--- src/fbb_pkg.sv ---
package fbb_pkg;
	// ---------------------------------------------------------------
	// Geometry and defaults
	// ---------------------------------------------------------------
	localparam int BLK_W         = 4;
	localparam int PG_W          = 6;
	localparam int LEN_W         = 12;
	localparam int PAGE_BYTES_DEF = 2048;
	localparam int SPI_DIV_DEF   = 4;
	localparam int MAX_RETRY_DEF = 4;

	// ---------------------------------------------------------------
	// Timing
	// ---------------------------------------------------------------
	localparam int CLK_MHZ    = 200;
	localparam int CS_HIGH_NS = 100;
	localparam int CS_GAP_CYC = (CS_HIGH_NS * CLK_MHZ + 999) / 1000;

	// ---------------------------------------------------------------
	// Command and feature bytes
	// ---------------------------------------------------------------
	localparam logic [7:0] CMD_READ_ARRAY = 8'h13;
	localparam logic [7:0] CMD_READ_BUF   = 8'h03;
	localparam logic [7:0] CMD_LOAD       = 8'h02;
	localparam logic [7:0] CMD_EXEC       = 8'h10;
	localparam logic [7:0] CMD_ERASE      = 8'hD8;
	localparam logic [7:0] CMD_WREN       = 8'h06;
	localparam logic [7:0] CMD_GET_FEAT   = 8'h0F;
	localparam logic [7:0] CMD_RESET      = 8'hFF;
	localparam logic [7:0] CMD_PROT_EXEC  = 8'h2A;
	localparam logic [7:0] FEAT_STATUS    = 8'hC0;
	localparam logic [7:0] BAD_MARK       = 8'h00;
	localparam logic [7:0] PAD_BYTE       = 8'hFF;
	localparam logic [7:0] DUMMY_BYTE     = 8'h00;

	// ---------------------------------------------------------------
	// Status byte fields
	// ---------------------------------------------------------------
	localparam int         ST_BUSY_BIT  = 0;
	localparam int         ST_EFAIL_BIT = 2;
	localparam int         ST_PFAIL_BIT = 3;
	localparam int         ST_ECC_LSB   = 4;
	localparam logic [1:0] ECC_UNCORR   = 2'h2;
	localparam logic [1:0] ECC_NEAR     = 2'h3;

	// ---------------------------------------------------------------
	// Frame lengths and byte indices
	// ---------------------------------------------------------------
	localparam logic [15:0] LEN_CMD      = 16'h0001;
	localparam logic [15:0] LEN_ROW      = 16'h0004;
	localparam logic [15:0] LEN_POLL     = 16'h0003;
	localparam logic [15:0] POLL_STAT_IX = 16'h0002;
	localparam logic [15:0] RDBUF_HDR    = 16'h0004;
	localparam logic [15:0] LOAD_HDR     = 16'h0003;

	// ---------------------------------------------------------------
	// Types
	// ---------------------------------------------------------------
	typedef enum logic [2:0] {
		OP_READ  = 3'h0,
		OP_PROG  = 3'h1,
		OP_ERASE = 3'h2,
		OP_PROT  = 3'h3,
		OP_INIT  = 3'h4,
		OP_SCAN  = 3'h5
	} fbb_op_e;

	typedef enum logic [2:0] {
		RS_OK         = 3'h0,
		RS_REFUSED    = 3'h1,
		RS_ERASE_FAIL = 3'h2,
		RS_PROG_FAIL  = 3'h3,
		RS_PROT_FAIL  = 3'h4,
		RS_RELOCATED  = 3'h5,
		RS_ECC_UNCORR = 3'h6
	} fbb_rs_e;

	typedef struct packed {
		fbb_op_e            op;
		logic [BLK_W-1:0]   blk;
		logic [PG_W-1:0]    page;
		logic [LEN_W-1:0]   len;
	} fbb_req_s;

	typedef struct packed {
		fbb_rs_e            status;
		logic [BLK_W-1:0]   blk;
		logic [1:0]         ecc;
		logic               rewrite;
	} fbb_resp_s;

	typedef struct packed {
		logic sck;
		logic cs_n;
		logic mosi;
	} fbb_spi_s;
endpackage : fbb_pkg

--- src/fbb_bbt_mem.sv ---
`timescale 1ns/10ps
module fbb_bbt_mem #(
	parameter int AW = 11,
	parameter int W  = 1
) (
	input  wire logic          clk_in,
	input  wire logic          we_in,
	input  wire logic [AW-1:0] waddr_in,
	input  wire logic [W-1:0]  wdata_in,
	input  wire logic [AW-1:0] raddr_in,
	output logic      [W-1:0]  rdata_out
);
	import fbb_pkg::*;

	logic [W-1:0] mem [0:(1<<AW)-1];

	always_ff @(posedge clk_in) begin
		if (we_in)
			mem[waddr_in] <= wdata_in;
		rdata_out <= mem[raddr_in];
	end
endmodule : fbb_bbt_mem

--- src/fbb_spi.sv ---
`timescale 1ns/10ps
module fbb_spi #(
	parameter int DIV = 4
) (
	input  wire logic       clk_in,
	input  wire logic       nrst_in,
	input  wire logic       go_in,
	input  wire logic [7:0] tx_in,
	input  wire logic       miso_in,
	output logic            sck_out,
	output logic            mosi_out,
	output logic            busy_out,
	output logic            done_out,
	output logic [7:0]      rx_out
);
	import fbb_pkg::*;

	localparam int             DW       = (DIV > 1) ? $clog2(DIV) : 1;
	localparam logic [DW-1:0]  DIV_LAST = DW'(DIV - 1);

	logic [1:0]    miso_sync;
	logic [7:0]    sh_tx;
	logic [7:0]    sh_rx;
	logic [2:0]    bitn;
	logic [DW-1:0] div;
	wire           tick = busy_out && (div == DIV_LAST);

	// ---------------------------------------------------------------
	// Mode 0 byte shifter, sample on rise, shift on fall
	// ---------------------------------------------------------------
	always_ff @(posedge clk_in or negedge nrst_in) begin
		if (!nrst_in) begin
			miso_sync <= 2'h0;
			sh_tx     <= 8'h00;
			sh_rx     <= 8'h00;
			bitn      <= 3'h0;
			div       <= '0;
			sck_out   <= 1'b0;
			mosi_out  <= 1'b0;
			busy_out  <= 1'b0;
			done_out  <= 1'b0;
			rx_out    <= 8'h00;
		end else begin
			miso_sync <= {miso_sync[0], miso_in};
			done_out  <= 1'b0;
			if (go_in && !busy_out) begin
				busy_out <= 1'b1;
				sh_tx    <= tx_in;
				mosi_out <= tx_in[7];
				bitn     <= 3'h0;
				div      <= '0;
			end else if (busy_out) begin
				div <= tick ? '0 : div + 1'b1;
				if (tick && !sck_out) begin
					sck_out <= 1'b1;
					sh_rx   <= {sh_rx[6:0], miso_sync[1]};
				end else if (tick) begin
					sck_out <= 1'b0;
					if (bitn == 3'h7) begin
						busy_out <= 1'b0;
						done_out <= 1'b1;
						rx_out   <= sh_rx;
					end else begin
						bitn     <= bitn + 1'b1;
						sh_tx    <= {sh_tx[6:0], 1'b0};
						mosi_out <= sh_tx[6];
					end
				end
			end
		end
	end
endmodule : fbb_spi

--- src/fbb_ctrl.sv ---
// Behaviour
// - Program, protect and erase are never sent to a block known to be bad.
// - The install scan reads column 0 of page 0 per block; 00 marks it bad.
// - Blocks found bad by the scan never receive an erase.
// - A failed erase puts the block in the bad-block table.
// - A failed program is rewritten into another block from the user buffer.
// - After protect, the status byte is fetched and a program-fail means protect failure.
// - After a read, ECC status is fetched and a rewrite is advised near the limit.
// - Read data always goes with an ECC verdict; uncorrectable data is flagged.
// - Blocks are retired only on program, protect or erase status failure, not on ECC errors.
// - Unused page bytes of a program are padded with ones, never zeros.
// - Replacement blocks come from a rotating pointer so cycling spreads out.
// - While busy, only the get-feature poll is sent.
`timescale 1ns/10ps
module fbb_ctrl #(
	parameter int PAGE_BYTES = fbb_pkg::PAGE_BYTES_DEF,
	parameter int SPI_DIV    = fbb_pkg::SPI_DIV_DEF,
	parameter int MAX_RETRY  = fbb_pkg::MAX_RETRY_DEF
) (
	input  wire logic                CLK_IN,
	input  wire logic                NRST_IN,
	input  wire logic                REQ_VALID_IN,
	input  wire fbb_pkg::fbb_req_s   REQ_IN,
	output logic                     REQ_READY_OUT,
	input  wire logic [7:0]          DATA_IN,
	output logic                     DATA_TAKE_OUT,
	output logic                     DATA_RESTART_OUT,
	output logic [7:0]               RD_DATA_OUT,
	output logic                     RD_VALID_OUT,
	output logic                     RESP_VALID_OUT,
	output fbb_pkg::fbb_resp_s       RESP_OUT,
	output fbb_pkg::fbb_spi_s        SPI_OUT,
	input  wire logic                MISO_IN
);
	import fbb_pkg::*;

	// ---------------------------------------------------------------
	// Types and sizes
	// ---------------------------------------------------------------
	typedef enum logic [13:0] {
		S_IDLE  = 14'h0001,
		S_GAP   = 14'h0002,
		S_CHECK = 14'h0004,
		S_DONE  = 14'h0008,
		S_RESP  = 14'h0010,
		S_RST   = 14'h0020,
		S_WREN  = 14'h0040,
		S_RD13  = 14'h0080,
		S_RDBUF = 14'h0100,
		S_LOAD  = 14'h0200,
		S_EXEC  = 14'h0400,
		S_ERASE = 14'h0800,
		S_PROT  = 14'h1000,
		S_POLL  = 14'h2000
	} fbb_state_e;

	localparam int             RW        = $clog2(MAX_RETRY + 1);
	localparam logic [RW-1:0]  RETRY_MAX = RW'(MAX_RETRY);
	localparam int             GW        = $clog2(CS_GAP_CYC + 1);
	localparam logic [GW-1:0]  GAP_LAST  = GW'(CS_GAP_CYC - 1);
	localparam logic [15:0]    LOAD_LEN  = LOAD_HDR + 16'(PAGE_BYTES);

	function automatic logic is_frame(input fbb_state_e st);
		is_frame = !(st inside {S_IDLE, S_GAP, S_CHECK, S_DONE, S_RESP});
	endfunction : is_frame

	function automatic logic [7:0] hdr_byte(input logic [7:0]  cmd,
	                                        input logic [1:0]  i,
	                                        input logic [23:0] r);
		case (i)
			2'h0:    hdr_byte = cmd;
			2'h1:    hdr_byte = r[23:16];
			2'h2:    hdr_byte = r[15:8];
			default: hdr_byte = r[7:0];
		endcase
	endfunction : hdr_byte

	// ---------------------------------------------------------------
	// State
	// ---------------------------------------------------------------
	fbb_state_e       state;
	fbb_state_e       pend;
	fbb_state_e       follow;
	fbb_op_e          op;
	logic [BLK_W-1:0] blk;
	logic [BLK_W-1:0] alloc;
	logic [PG_W-1:0]  page;
	logic [LEN_W-1:0] len;
	logic [15:0]      idx;
	logic [15:0]      flen;
	logic             launched;
	logic [GW-1:0]    gap;
	logic             chk;
	logic [RW-1:0]    retry;
	logic [7:0]       stat;
	logic             go;
	logic [7:0]       tx;
	logic [7:0]       tx_byte;
	logic             cs_n;
	logic             bbt_we;
	logic [BLK_W-1:0] bbt_wa;
	logic             bbt_wd;
	logic             bbt_bad;
	logic             spi_sck;
	logic             spi_mosi;
	logic             spi_busy;
	logic             spi_done;
	logic [7:0]       spi_rx;

	// ---------------------------------------------------------------
	// Decoding
	// ---------------------------------------------------------------
	wire [23:0] row       = 24'({blk, page});
	wire        last      = (idx == flen - 16'h0001);
	wire        load_data = (idx >= LOAD_HDR) && ((idx - LOAD_HDR) < 16'(len));
	wire        in_frame  = is_frame(state);
	wire [1:0]  ecc       = stat[ST_ECC_LSB +: 2];
	wire        st_efail  = stat[ST_EFAIL_BIT];
	wire        st_pfail  = stat[ST_PFAIL_BIT];
	wire        rx_busy   = spi_rx[ST_BUSY_BIT];
	wire        last_blk  = (blk == {BLK_W{1'b1}});
	wire        relocating = (retry != '0);
	wire        done_fail = (op == OP_ERASE) ? st_efail : (op != OP_READ) && st_pfail;

	assign SPI_OUT = {spi_sck, cs_n, spi_mosi};

	always_comb begin
		case (state)
			S_RST, S_WREN:                   flen = LEN_CMD;
			S_RD13, S_EXEC, S_ERASE, S_PROT: flen = LEN_ROW;
			S_POLL:                          flen = LEN_POLL;
			S_RDBUF:                         flen = RDBUF_HDR + 16'(len);
			S_LOAD:                          flen = LOAD_LEN;
			default:                         flen = LEN_CMD;
		endcase
	end

	always_comb begin
		case (state)
			S_RST:   tx_byte = CMD_RESET;
			S_WREN:  tx_byte = CMD_WREN;
			S_RD13:  tx_byte = hdr_byte(CMD_READ_ARRAY, idx[1:0], row);
			S_EXEC:  tx_byte = hdr_byte(CMD_EXEC, idx[1:0], row);
			S_ERASE: tx_byte = hdr_byte(CMD_ERASE, idx[1:0], row);
			S_PROT:  tx_byte = hdr_byte(CMD_PROT_EXEC, idx[1:0], row);
			S_POLL:  tx_byte = (idx == 16'h0000) ? CMD_GET_FEAT :
			                   (idx == 16'h0001) ? FEAT_STATUS : DUMMY_BYTE;
			S_RDBUF: tx_byte = (idx == 16'h0000) ? CMD_READ_BUF : DUMMY_BYTE;
			S_LOAD:  tx_byte = (idx == 16'h0000) ? CMD_LOAD :
			                   (idx < LOAD_HDR) ? DUMMY_BYTE :
			                   load_data ? DATA_IN : PAD_BYTE;
			default: tx_byte = DUMMY_BYTE;
		endcase
	end

	// Next frame once the current one ends
	always_comb begin
		follow = S_IDLE;
		case (state)
			S_RST, S_RD13, S_EXEC, S_ERASE, S_PROT: follow = S_POLL;
			S_LOAD: follow = S_EXEC;
			S_WREN: begin
				if (op == OP_PROG)
					follow = S_LOAD;
				else if (op == OP_ERASE)
					follow = S_ERASE;
				else
					follow = S_PROT;
			end
			S_POLL: begin
				if (rx_busy)
					follow = S_POLL;
				else if (op == OP_INIT)
					follow = S_RD13;
				else if (op == OP_SCAN || op == OP_READ)
					follow = S_RDBUF;
				else
					follow = S_DONE;
			end
			S_RDBUF: begin
				if (op != OP_SCAN)
					follow = S_DONE;
				else if (!last_blk)
					follow = S_RD13;
			end
			default: follow = S_IDLE;
		endcase
	end

	// ---------------------------------------------------------------
	// Sequencer
	// ---------------------------------------------------------------
	always_ff @(posedge CLK_IN or negedge NRST_IN) begin
		if (!NRST_IN) begin
			state            <= S_GAP;
			pend             <= S_RST;
			op               <= OP_INIT;
			blk              <= '0;
			alloc            <= '0;
			page             <= '0;
			len              <= '0;
			idx              <= 16'h0000;
			launched         <= 1'b0;
			gap              <= '0;
			chk              <= 1'b0;
			retry            <= '0;
			stat             <= 8'h00;
			go               <= 1'b0;
			tx               <= 8'h00;
			cs_n             <= 1'b1;
			bbt_we           <= 1'b0;
			bbt_wa           <= '0;
			bbt_wd           <= 1'b0;
			REQ_READY_OUT    <= 1'b0;
			DATA_TAKE_OUT    <= 1'b0;
			DATA_RESTART_OUT <= 1'b0;
			RD_DATA_OUT      <= 8'h00;
			RD_VALID_OUT     <= 1'b0;
			RESP_VALID_OUT   <= 1'b0;
			RESP_OUT         <= '0;
		end else begin
			go               <= 1'b0;
			bbt_we           <= 1'b0;
			DATA_TAKE_OUT    <= 1'b0;
			DATA_RESTART_OUT <= 1'b0;
			RD_VALID_OUT     <= 1'b0;
			RESP_VALID_OUT   <= 1'b0;
			if (in_frame && !launched && !spi_busy) begin
				go            <= 1'b1;
				tx            <= tx_byte;
				launched      <= 1'b1;
				DATA_TAKE_OUT <= (state == S_LOAD) && load_data;
			end else if (in_frame && spi_done) begin
				launched <= 1'b0;
				idx      <= idx + 16'h0001;
				if (state == S_POLL && idx == POLL_STAT_IX)
					stat <= spi_rx;
				if (state == S_RDBUF && idx >= RDBUF_HDR && op == OP_READ) begin
					RD_DATA_OUT  <= spi_rx;
					RD_VALID_OUT <= 1'b1;
				end
				if (last) begin
					cs_n  <= 1'b1;
					pend  <= follow;
					state <= S_GAP;
					if (state == S_POLL && !rx_busy && op == OP_INIT) begin
						op   <= OP_SCAN;
						blk  <= '0;
						page <= '0;
						len  <= LEN_W'(1);
					end
					if (state == S_RDBUF && op == OP_SCAN) begin
						bbt_we <= 1'b1;
						bbt_wa <= blk;
						bbt_wd <= (spi_rx == BAD_MARK);
						blk    <= blk + 1'b1;
					end
				end
			end
			case (state)
				S_IDLE: begin
					if (REQ_VALID_IN) begin
						REQ_READY_OUT <= 1'b0;
						op            <= REQ_IN.op;
						blk           <= REQ_IN.blk;
						page          <= REQ_IN.page;
						len           <= REQ_IN.len;
						retry         <= '0;
						chk           <= 1'b0;
						state         <= S_CHECK;
						if (REQ_IN.op == OP_READ) begin
							pend  <= S_RD13;
							state <= S_GAP;
						end else if (REQ_IN.op == OP_INIT || REQ_IN.op == OP_SCAN) begin
							op    <= OP_SCAN;
							blk   <= '0;
							page  <= '0;
							len   <= LEN_W'(1);
							pend  <= S_RD13;
							state <= S_GAP;
						end
					end
				end
				S_GAP: begin
					gap <= gap + 1'b1;
					if (gap == GAP_LAST) begin
						gap           <= '0;
						state         <= pend;
						idx           <= 16'h0000;
						cs_n          <= !is_frame(pend);
						REQ_READY_OUT <= (pend == S_IDLE);
					end
				end
				S_CHECK: begin
					chk <= !chk;
					if (chk && !bbt_bad) begin
						pend  <= S_WREN;
						state <= S_GAP;
					end else if (chk && relocating && retry != RETRY_MAX) begin
						blk   <= alloc;
						alloc <= alloc + 1'b1;
						retry <= retry + 1'b1;
					end else if (chk) begin
						RESP_OUT.status  <= relocating ? RS_PROG_FAIL : RS_REFUSED;
						RESP_OUT.blk     <= blk;
						RESP_OUT.ecc     <= 2'h0;
						RESP_OUT.rewrite <= 1'b0;
						state            <= S_RESP;
					end
				end
				S_DONE: begin
					state            <= S_RESP;
					RESP_OUT.blk     <= blk;
					RESP_OUT.ecc     <= ecc;
					RESP_OUT.rewrite <= (op == OP_READ) && (ecc == ECC_NEAR);
					RESP_OUT.status  <= relocating ? RS_RELOCATED : RS_OK;
					if (op == OP_READ && ecc == ECC_UNCORR)
						RESP_OUT.status <= RS_ECC_UNCORR;
					if (done_fail) begin
						bbt_we <= 1'b1;
						bbt_wa <= blk;
						bbt_wd <= 1'b1;
						if (op == OP_ERASE)
							RESP_OUT.status <= RS_ERASE_FAIL;
						else if (op == OP_PROT)
							RESP_OUT.status <= RS_PROT_FAIL;
						else if (retry == RETRY_MAX)
							RESP_OUT.status <= RS_PROG_FAIL;
						else begin
							blk              <= alloc;
							alloc            <= alloc + 1'b1;
							retry            <= retry + 1'b1;
							chk              <= 1'b0;
							DATA_RESTART_OUT <= 1'b1;
							state            <= S_CHECK;
						end
					end
				end
				S_RESP: begin
					RESP_VALID_OUT <= 1'b1;
					REQ_READY_OUT  <= 1'b1;
					state          <= S_IDLE;
				end
				default: begin
				end
			endcase
		end
	end

	// ---------------------------------------------------------------
	// Bad-block table and serial engine
	// ---------------------------------------------------------------
	fbb_bbt_mem #(
		.AW (BLK_W),
		.W  (1)
	) u_bbt (
		.clk_in    (CLK_IN),
		.we_in     (bbt_we),
		.waddr_in  (bbt_wa),
		.wdata_in  (bbt_wd),
		.raddr_in  (blk),
		.rdata_out (bbt_bad)
	);

	fbb_spi #(
		.DIV (SPI_DIV)
	) u_spi (
		.clk_in   (CLK_IN),
		.nrst_in  (NRST_IN),
		.go_in    (go),
		.tx_in    (tx),
		.miso_in  (MISO_IN),
		.sck_out  (spi_sck),
		.mosi_out (spi_mosi),
		.busy_out (spi_busy),
		.done_out (spi_done),
		.rx_out   (spi_rx)
	);
endmodule : fbb_ctrl

--- config.mk ---
export PLATFORM = sky130hd
export DESIGN_NAME = fbb_ctrl
export DESIGN_NICKNAME = d
export VERILOG_FILES = /design/src/fbb_pkg.sv /design/src/fbb_bbt_mem.sv /design/src/fbb_spi.sv /design/src/fbb_ctrl.sv
export SDC_FILE = /design/constraint.sdc
export NUM_CORES = 1
export LEC_CHECK = 0
export ABC_CLOCK_PERIOD_IN_PS = 4100
export BUFFER_PORTS_ARGS = -buffer_cell sky130_fd_sc_hd__buf_4
export CAP_MARGIN = 20
export CORE_MARGIN = 4
export CORE_UTILIZATION = 40
export CTS_CLUSTER_DIAMETER = 80
export DETAILED_ROUTE_END_ITERATION = 12
export PLACE_DENSITY = 0.56
export SYNTH_ARGS = -nofsm -noshare
export SYNTH_HDL_FRONTEND = slang
export SYNTH_SLANG_ARGS = --single-unit
--- constraint.sdc ---
create_clock -name CLK_IN -period 4.1 [get_ports CLK_IN]
set_input_delay 1.025 -clock CLK_IN [delete_from_list [all_inputs] [get_ports CLK_IN]]
set_output_delay 1.025 -clock CLK_IN [all_outputs]
set_load 0.005 [all_outputs]
== Yosys cells after proc, flatten, opt, wreduce, memory -nomap -nowiden ==
Memories as Yosys holds them, arrays and structs flattened. A register that Yosys moved wholly into a read port is not among the register bits.
Cells that the tools add are included.
Cells by class
  bitwise operators: 3
  add/sub/neg operators: 10
  reductions and logical operators: 58
  multiplexer cells: 190
  equal/unequal tests: 52
  magnitude comparators: 4
Operators by type and width (count)
  14-bit 2-to-1 mux: 16
  14-bit case mux with 5 select lines: 2
  4-bit 2-to-1 mux: 26
  12-bit 2-to-1 mux: 8
  8-bit case mux with 3 select lines: 4
  3-bit 2-to-1 mux: 28
  8-bit case mux with 9 select lines: 1
  16-bit 2-to-1 mux: 4
  1-bit 2-to-1 mux: 56
  8-bit 2-to-1 mux: 7
  13-bit case mux with 4 select lines: 1
  6-bit 2-to-1 mux: 8
  7-bit 2-to-1 mux: 5
  10-bit 2-to-1 mux: 3
  14-bit by 1-bit == test with 1-bit output (second input constant): 2
  14-bit by 2-bit == test with 1-bit output (second input constant): 2
  14-bit by 3-bit == test with 1-bit output (second input constant): 2
  14-bit by 4-bit == test with 1-bit output (second input constant): 2
  14-bit by 5-bit == test with 1-bit output (second input constant): 2
  14-bit case mux with 2 select lines: 1
  13-bit 2-to-1 mux: 2
  5-bit 2-to-1 mux: 5
  1-bit logical AND: 20
  10-bit case mux with 2 select lines: 1
  other kinds (58): 109
Word-level totals
  output and inout bits: 26
  memory bits (writable): 16
  logic and storage cells: 357
  input bits: 37
  bits in registers: 162
  memories kept: 1
Memories
  u_bbt.mem: depth 16, width 1, read ports 1, clocked after Yosys merged registers in 1, write ports 1, RTL line fbb_bbt_mem.sv:15  | logic [W-1:0] mem [0:(1<<AW)-1];

== Depth between registers and ports, before layout ==
  depth after elaboration: 13
  gate-level depth with buffers: 17

== By module ==
From an unflattened synthesis, not the netlist that was laid out.
Unflattened totals
  cells, all modules: 1028
  area total of the unflattened synthesis: 10164.7 µm²
Modules (own cells, without submodules)
  fbb_ctrl: area each 8007.7 µm², instances 1, seq. area each 3158.0 µm², cells an instance 888
  fbb_spi: area each 1411.4 µm², instances 1, seq. area each 850.8 µm², cells an instance 93
  fbb_bbt_mem: area each 745.7 µm², instances 1, seq. area each 500.5 µm², cells an instance 47

== Worst setup path before layout ==
Ideal clock, no wire load.
  path kind: register to register
  start point: reg state[5]
  end point: reg len[10]
  arrival: 4.176 ns
  cell stages (with the launch flop): 18
  setup slack: -0.197 ns
  data required time: 3.979 ns
  path buffers: 3
  period minus slack after synthesis: 4.297 ns
  cells stage by stage: dfrtp_1 buf_6 or4_4 buf_6 or4_4 o211a_2 a21boi_4 inv_1 ha_1 o2111ai_2 nand2b_1 mux2i_1 nand4_2 nor4_4 and4b_4 a21boi_4 buf_6 a22o_1
On the way
  cells in the longest elaborated chain, start to end: 10
RTL lines
  start: declaration: RTL line fbb_ctrl.sv:81  | fbb_state_e state;
  start signal: assignment: RTL line fbb_ctrl.sv:288  | state <= pend;
  14-bit by 8-bit == test with 1-bit output (tied with other cells): RTL line fbb_ctrl.sv:128  | case (state)
  4-bit OR reduction: RTL line fbb_ctrl.sv:128
  13-bit case mux with 4 select lines: RTL line fbb_ctrl.sv:128
  16-bit by 1-bit subtractor with 16-bit output: RTL line fbb_ctrl.sv:114  | wire last = (idx == flen - 16'h0001);
  16-bit == test: RTL line fbb_ctrl.sv:114
  12-bit 2-to-1 mux: RTL line fbb_ctrl.sv:242  | if (last) begin
  12-bit 2-to-1 mux: RTL line fbb_ctrl.sv:233  | end else if (in_frame && spi_done) begin
  12-bit 2-to-1 mux: RTL line fbb_ctrl.sv:228  | if (in_frame && !launched && !spi_busy) begin
  12-bit 2-to-1 mux: RTL line fbb_ctrl.sv:262  | if (REQ_VALID_IN) begin
  12-bit 2-to-1 mux *: RTL line fbb_ctrl.sv:260  | case (state)
  end signal: assignment: RTL line fbb_ctrl.sv:267  | len <= REQ_IN.len;
  end: declaration: RTL line fbb_ctrl.sv:88  | logic [LEN_W-1:0] len;
Mark *: on every way between the ends. The rest lies on a longest branch, timed or not.
A chain may end at the register's enable or synchronous reset.

== Worst setup path after layout ==
  start point: reg state[2]
  end point: reg bbt_wa[1]
On the way
  cells in the longest elaborated chain, start to end: 10
RTL lines
  14-bit by 8-bit == test with 1-bit output (tied with other cells): RTL line fbb_ctrl.sv:128
  4-bit OR reduction: RTL line fbb_ctrl.sv:128
  13-bit case mux with 4 select lines: RTL line fbb_ctrl.sv:128
  16-bit by 1-bit subtractor with 16-bit output: RTL line fbb_ctrl.sv:114
  16-bit == test: RTL line fbb_ctrl.sv:114
  4-bit 2-to-1 mux: RTL line fbb_ctrl.sv:242
  4-bit 2-to-1 mux: RTL line fbb_ctrl.sv:233
  4-bit 2-to-1 mux: RTL line fbb_ctrl.sv:228
  4-bit 2-to-1 mux: RTL line fbb_ctrl.sv:319  | if (done_fail) begin
  4-bit 2-to-1 mux *: RTL line fbb_ctrl.sv:260
  end signal: assignment: RTL line fbb_ctrl.sv:254  | bbt_wa <= blk;
  end signal: assignment: RTL line fbb_ctrl.sv:321  | bbt_wa <= blk;
  end: declaration: RTL line fbb_ctrl.sv:101  | logic [BLK_W-1:0] bbt_wa;
Marks and branches as above.

==> results.md <==
* Largest net degree at the start of global routing at 67
* Hold crit path type: reg2reg
* Placement Setup Slack at -7.44 ps
* Worst Setup SP: state[2]
* Total GRT Usage at 0.212
* Max Cap Viol at 0
* H-tree Lvls at 4
* Io pins at 63
* Critical Path, Cell by Cell: or4_4 -> or4_4 -> o211a_4 -> a21boi_4 -> inv_1 -> ha_2 -> o2111ai_4 -> nand2b_4 -> mux2i_2 -> nand4_2 -> nor4_4 -> nand4b_4 -> o21ai_4 -> mux2_2
* NetSw at 0.000883 W
* Cell taking the most area after synthesis: dfrtp_1
* Worst slew pin tran at 1180 ps
* First-pass GRT wire length at 48000 um
* CP Buf/Inv Count at 1
* DRT Pass-1 Iters at 5
* Drt drc at 0
* Clock Skews at 8.99 ps
* Iter 0 DRT Violations at 792
* Post-DP HPWL at 22200 um
* Antenna diodes at 0
* Kind of cell adding the most delay to the critical path: simple AND/OR/NAND/NOR gates
* Min-delay src: u_spi.miso_sync[0]
* Fin util at 0.486
* Final GP Congestion at 0.991
* Syn_nets at 1186
* Die width at 169 um
* GRT overflow at 0
* Synth Warn # at 0
* Rel. slew slack at 0.211
* Cell Area, Synth at 0.0103 mm^2
* CP Data Arrival Time at 4420 ps
* Peak supply drop at 208 uV
* CTS max path bufs at 2
* Core footprint at 0.0253 mm^2
* Setup TNS at 0 ps
* Final Hold Vio Count at 0
* CTS tree: done
* Initial core utilization at 0.408
* Netlist cell types at 82
* Kind of critical path: reg2reg
* Crit-path slowest cell: or4_4
* Reg-to-reg startpoint: state[2]
* Pwr dens at 291 mW/mm^2
* FFs w/ async S/R, synth at 0.904
* Logic pwr share at 0.020
* Initial antenna violation count at 1
* Internal at 0.00268 W
* Final worst-path cycle share at 0.995
* Area delta synth->final at 18.9%
* Via count at 8897
* Final wirelength at 30200 um
* Worst path most repeated cell: or4_4
* Drt wl/cell at 19.4 um
* CP max FO at 8
* FF+latch count, synth at 177
* RSZ-0062 raised after global routing: yes
* Run status: completed
* Root buffer cell: clkbuf_16
* Fmax at 245 MHz
* Post-synth EDFFs at 16
* CP Launch Type: flip-flop
* Share of layout cells above drive strength 1 at 0.196
* Worst EP required at 4440 ps
* Largest cells by area after synthesis: dfrtp_1, nand2_1, edfxtp_1
* DP Cell Count at 1516
* Final min period at 4080 ps
* Row cnt at 58
* Sw Share at 0.248
* Final setup viols at 0
* Main synth FF type: dfrtp_1
* Clock power share at 0.483
* Sequential share of power at 0.497
* Leakage at 5.33 nW
* Num CTS Buffers at 17
* Clock slew at reported path FFs at 80 ps
* Synth top area share at 0.379
* Post-route ant nets at 0
* Post-CTS Hold Buffers at 0
* Syn Area/Cell at 9.17 um^2
* CTS sink count at 177
* Max incr delay on CP at 540 ps
* CP Capture Type: flip-flop
* Synth Instances at 1124
* DIE HEIGHT at 169 um
* Worst setup margin at 21.2 ps
* IO Port Bufs at 62
* Vias in the first global route at 8653
* Layout Nets at 1276
* Seq/Total Area, Yosys at 0.437
* Clk_lat worst skew at 450 ps
* Max-slew violations at 0
* Post-Layout Cell Count at 1557
* Hold slack final at 354 ps
* Die area at 0.0284 mm^2
* Via density at 5.71
==> flip-flops by register name (all words and copies together) (netlist names), 6 cells and up <==
name,cells
idx,16
pend,14
u_spi.rx_out,8
u_bbt.mem,16
u_spi.sh_rx,8
state,14
page,6
tx,8
RESP_OUT,10
len,12
u_spi.sh_tx,7
RD_DATA_OUT,8
==> power by group through the flow <==
stage / clock network, W / logic (W) / registers, W
after global routing: 0.00183 / 0.0000830 / 0.00177
after global placement: 0 / 0.0000759 / 0.00181
after detailed placement: 0 / 0.0000768 / 0.00181
after floorplan: 0 / 0.00000578 / 0.00181
after CTS: 0.00176 / 0.0000770 / 0.00177
final: 0.00172 / 0.0000731 / 0.00177
==> metrics by stage <==
stage               area (um^2)  total power [W]
floorplan                 10300          0.00181
global placement          11400          0.00188
detailed placement        11400          0.00188
CTS                       12100          0.00361
global route              12300          0.00368
finish                    12300          0.00356
==> layout by cell type (no fill, tap or decap), types with 12 or more instances in the layout <==
cell type    n
nand4_1     24
xnor2_1     34
a22o_1      28
nor4_1      16
a31oi_1     14
and3_1      14
nor2_1     112
nand3_1     41
clkbuf_16   18
o21ai_0     56
nand2_1    146
edfxtp_1    16
xor2_1      13
a21oi_1     39
o211ai_1    18
buf_4      121
ha_1        24
nor3_1      30
nand2b_1    12
mux2_2      23
inv_1       43
dfrtp_1    156
==> final timing paths <==
kind	depth (start not counted)	endpoint	slack [ps]
worst max-delay path	14	bbt_wa[1]	20
worst min-delay path	0	u_spi.miso_sync[1]	350
worst max register to register	14	bbt_wa[1]	20
worst min register to register	0	u_spi.miso_sync[1]	350
max in group asynchronous	2	pend[5]	2710
min in group asynchronous	1	idx[3]	580
==> cells in the mapped netlist (all sizes together), types with 6 or more instances <==
master    n
o21a      8
nor2b     7
nor2    115
dfrtp   156
edfxtp   16
a31oi    14
xnor2    35
a211oi   10
nand2   146
and3     16
a21boi    6
o21ai    58
ha       25
buf      16
and2     10
a21oi    43
mux2i    11
clkbuf   46
o211ai   18
mux2     23
or4      12
nand4    25
nand2b   13
nor3     33
nor3b     7
inv      43
a22oi     7
a22o     28
nand4b    8
or3       8
nand3b    7
nand3    41
xor2     14
o31ai     8
nor4     20
==> cells by family (layout without fill, tap and decap cells) <==
family / Yosys count / after routing / share of synthesized area
simple gates: 484 / 484 / 0.237
compound gates: 244 / 244 / 0.164
flops: 177 / 177 / 0.437
buf+inv: 106 / 209 / 0.0431
xor+xnor: 49 / 49 / 0.0423
mux: 39 / 39 / 0.0467
fa+ha+maj: 25 / 25 / 0.0303
==> metal layers <==
metal	GRT usage	wire length, um	vias up	part of all wire
met4	0.0639	657	2	0.022
met5	0	13	-	0.00043
met2	0.333	14000	250	0.46
met3	0.0432	1670	63	0.055
li1	-	-	4257	-
met1	0.298	13900	4325	0.46
==> what timing repair did <==
action | in CTS | in global routing
cloned | 0 | 2
pin swaps | 3 | 34
endpoints found under the setup margin | 3 | 54
buffers inserted | 3 | 4
resized for setup | 3 | 31
==> layout make-up <==
class | instances | area [um^2]
Fill cell | 2418 | 13000
Multi-Input combinational cell | 841 | 5490
Sequential cell | 177 | 4510
Timing Repair Buffer | 133 | 1070
Clock buffer | 17 | 425
Tap cell | 330 | 413
Clock inverter | 15 | 189
Inverter | 44 | 165
(Power assumes the default switching activity.)
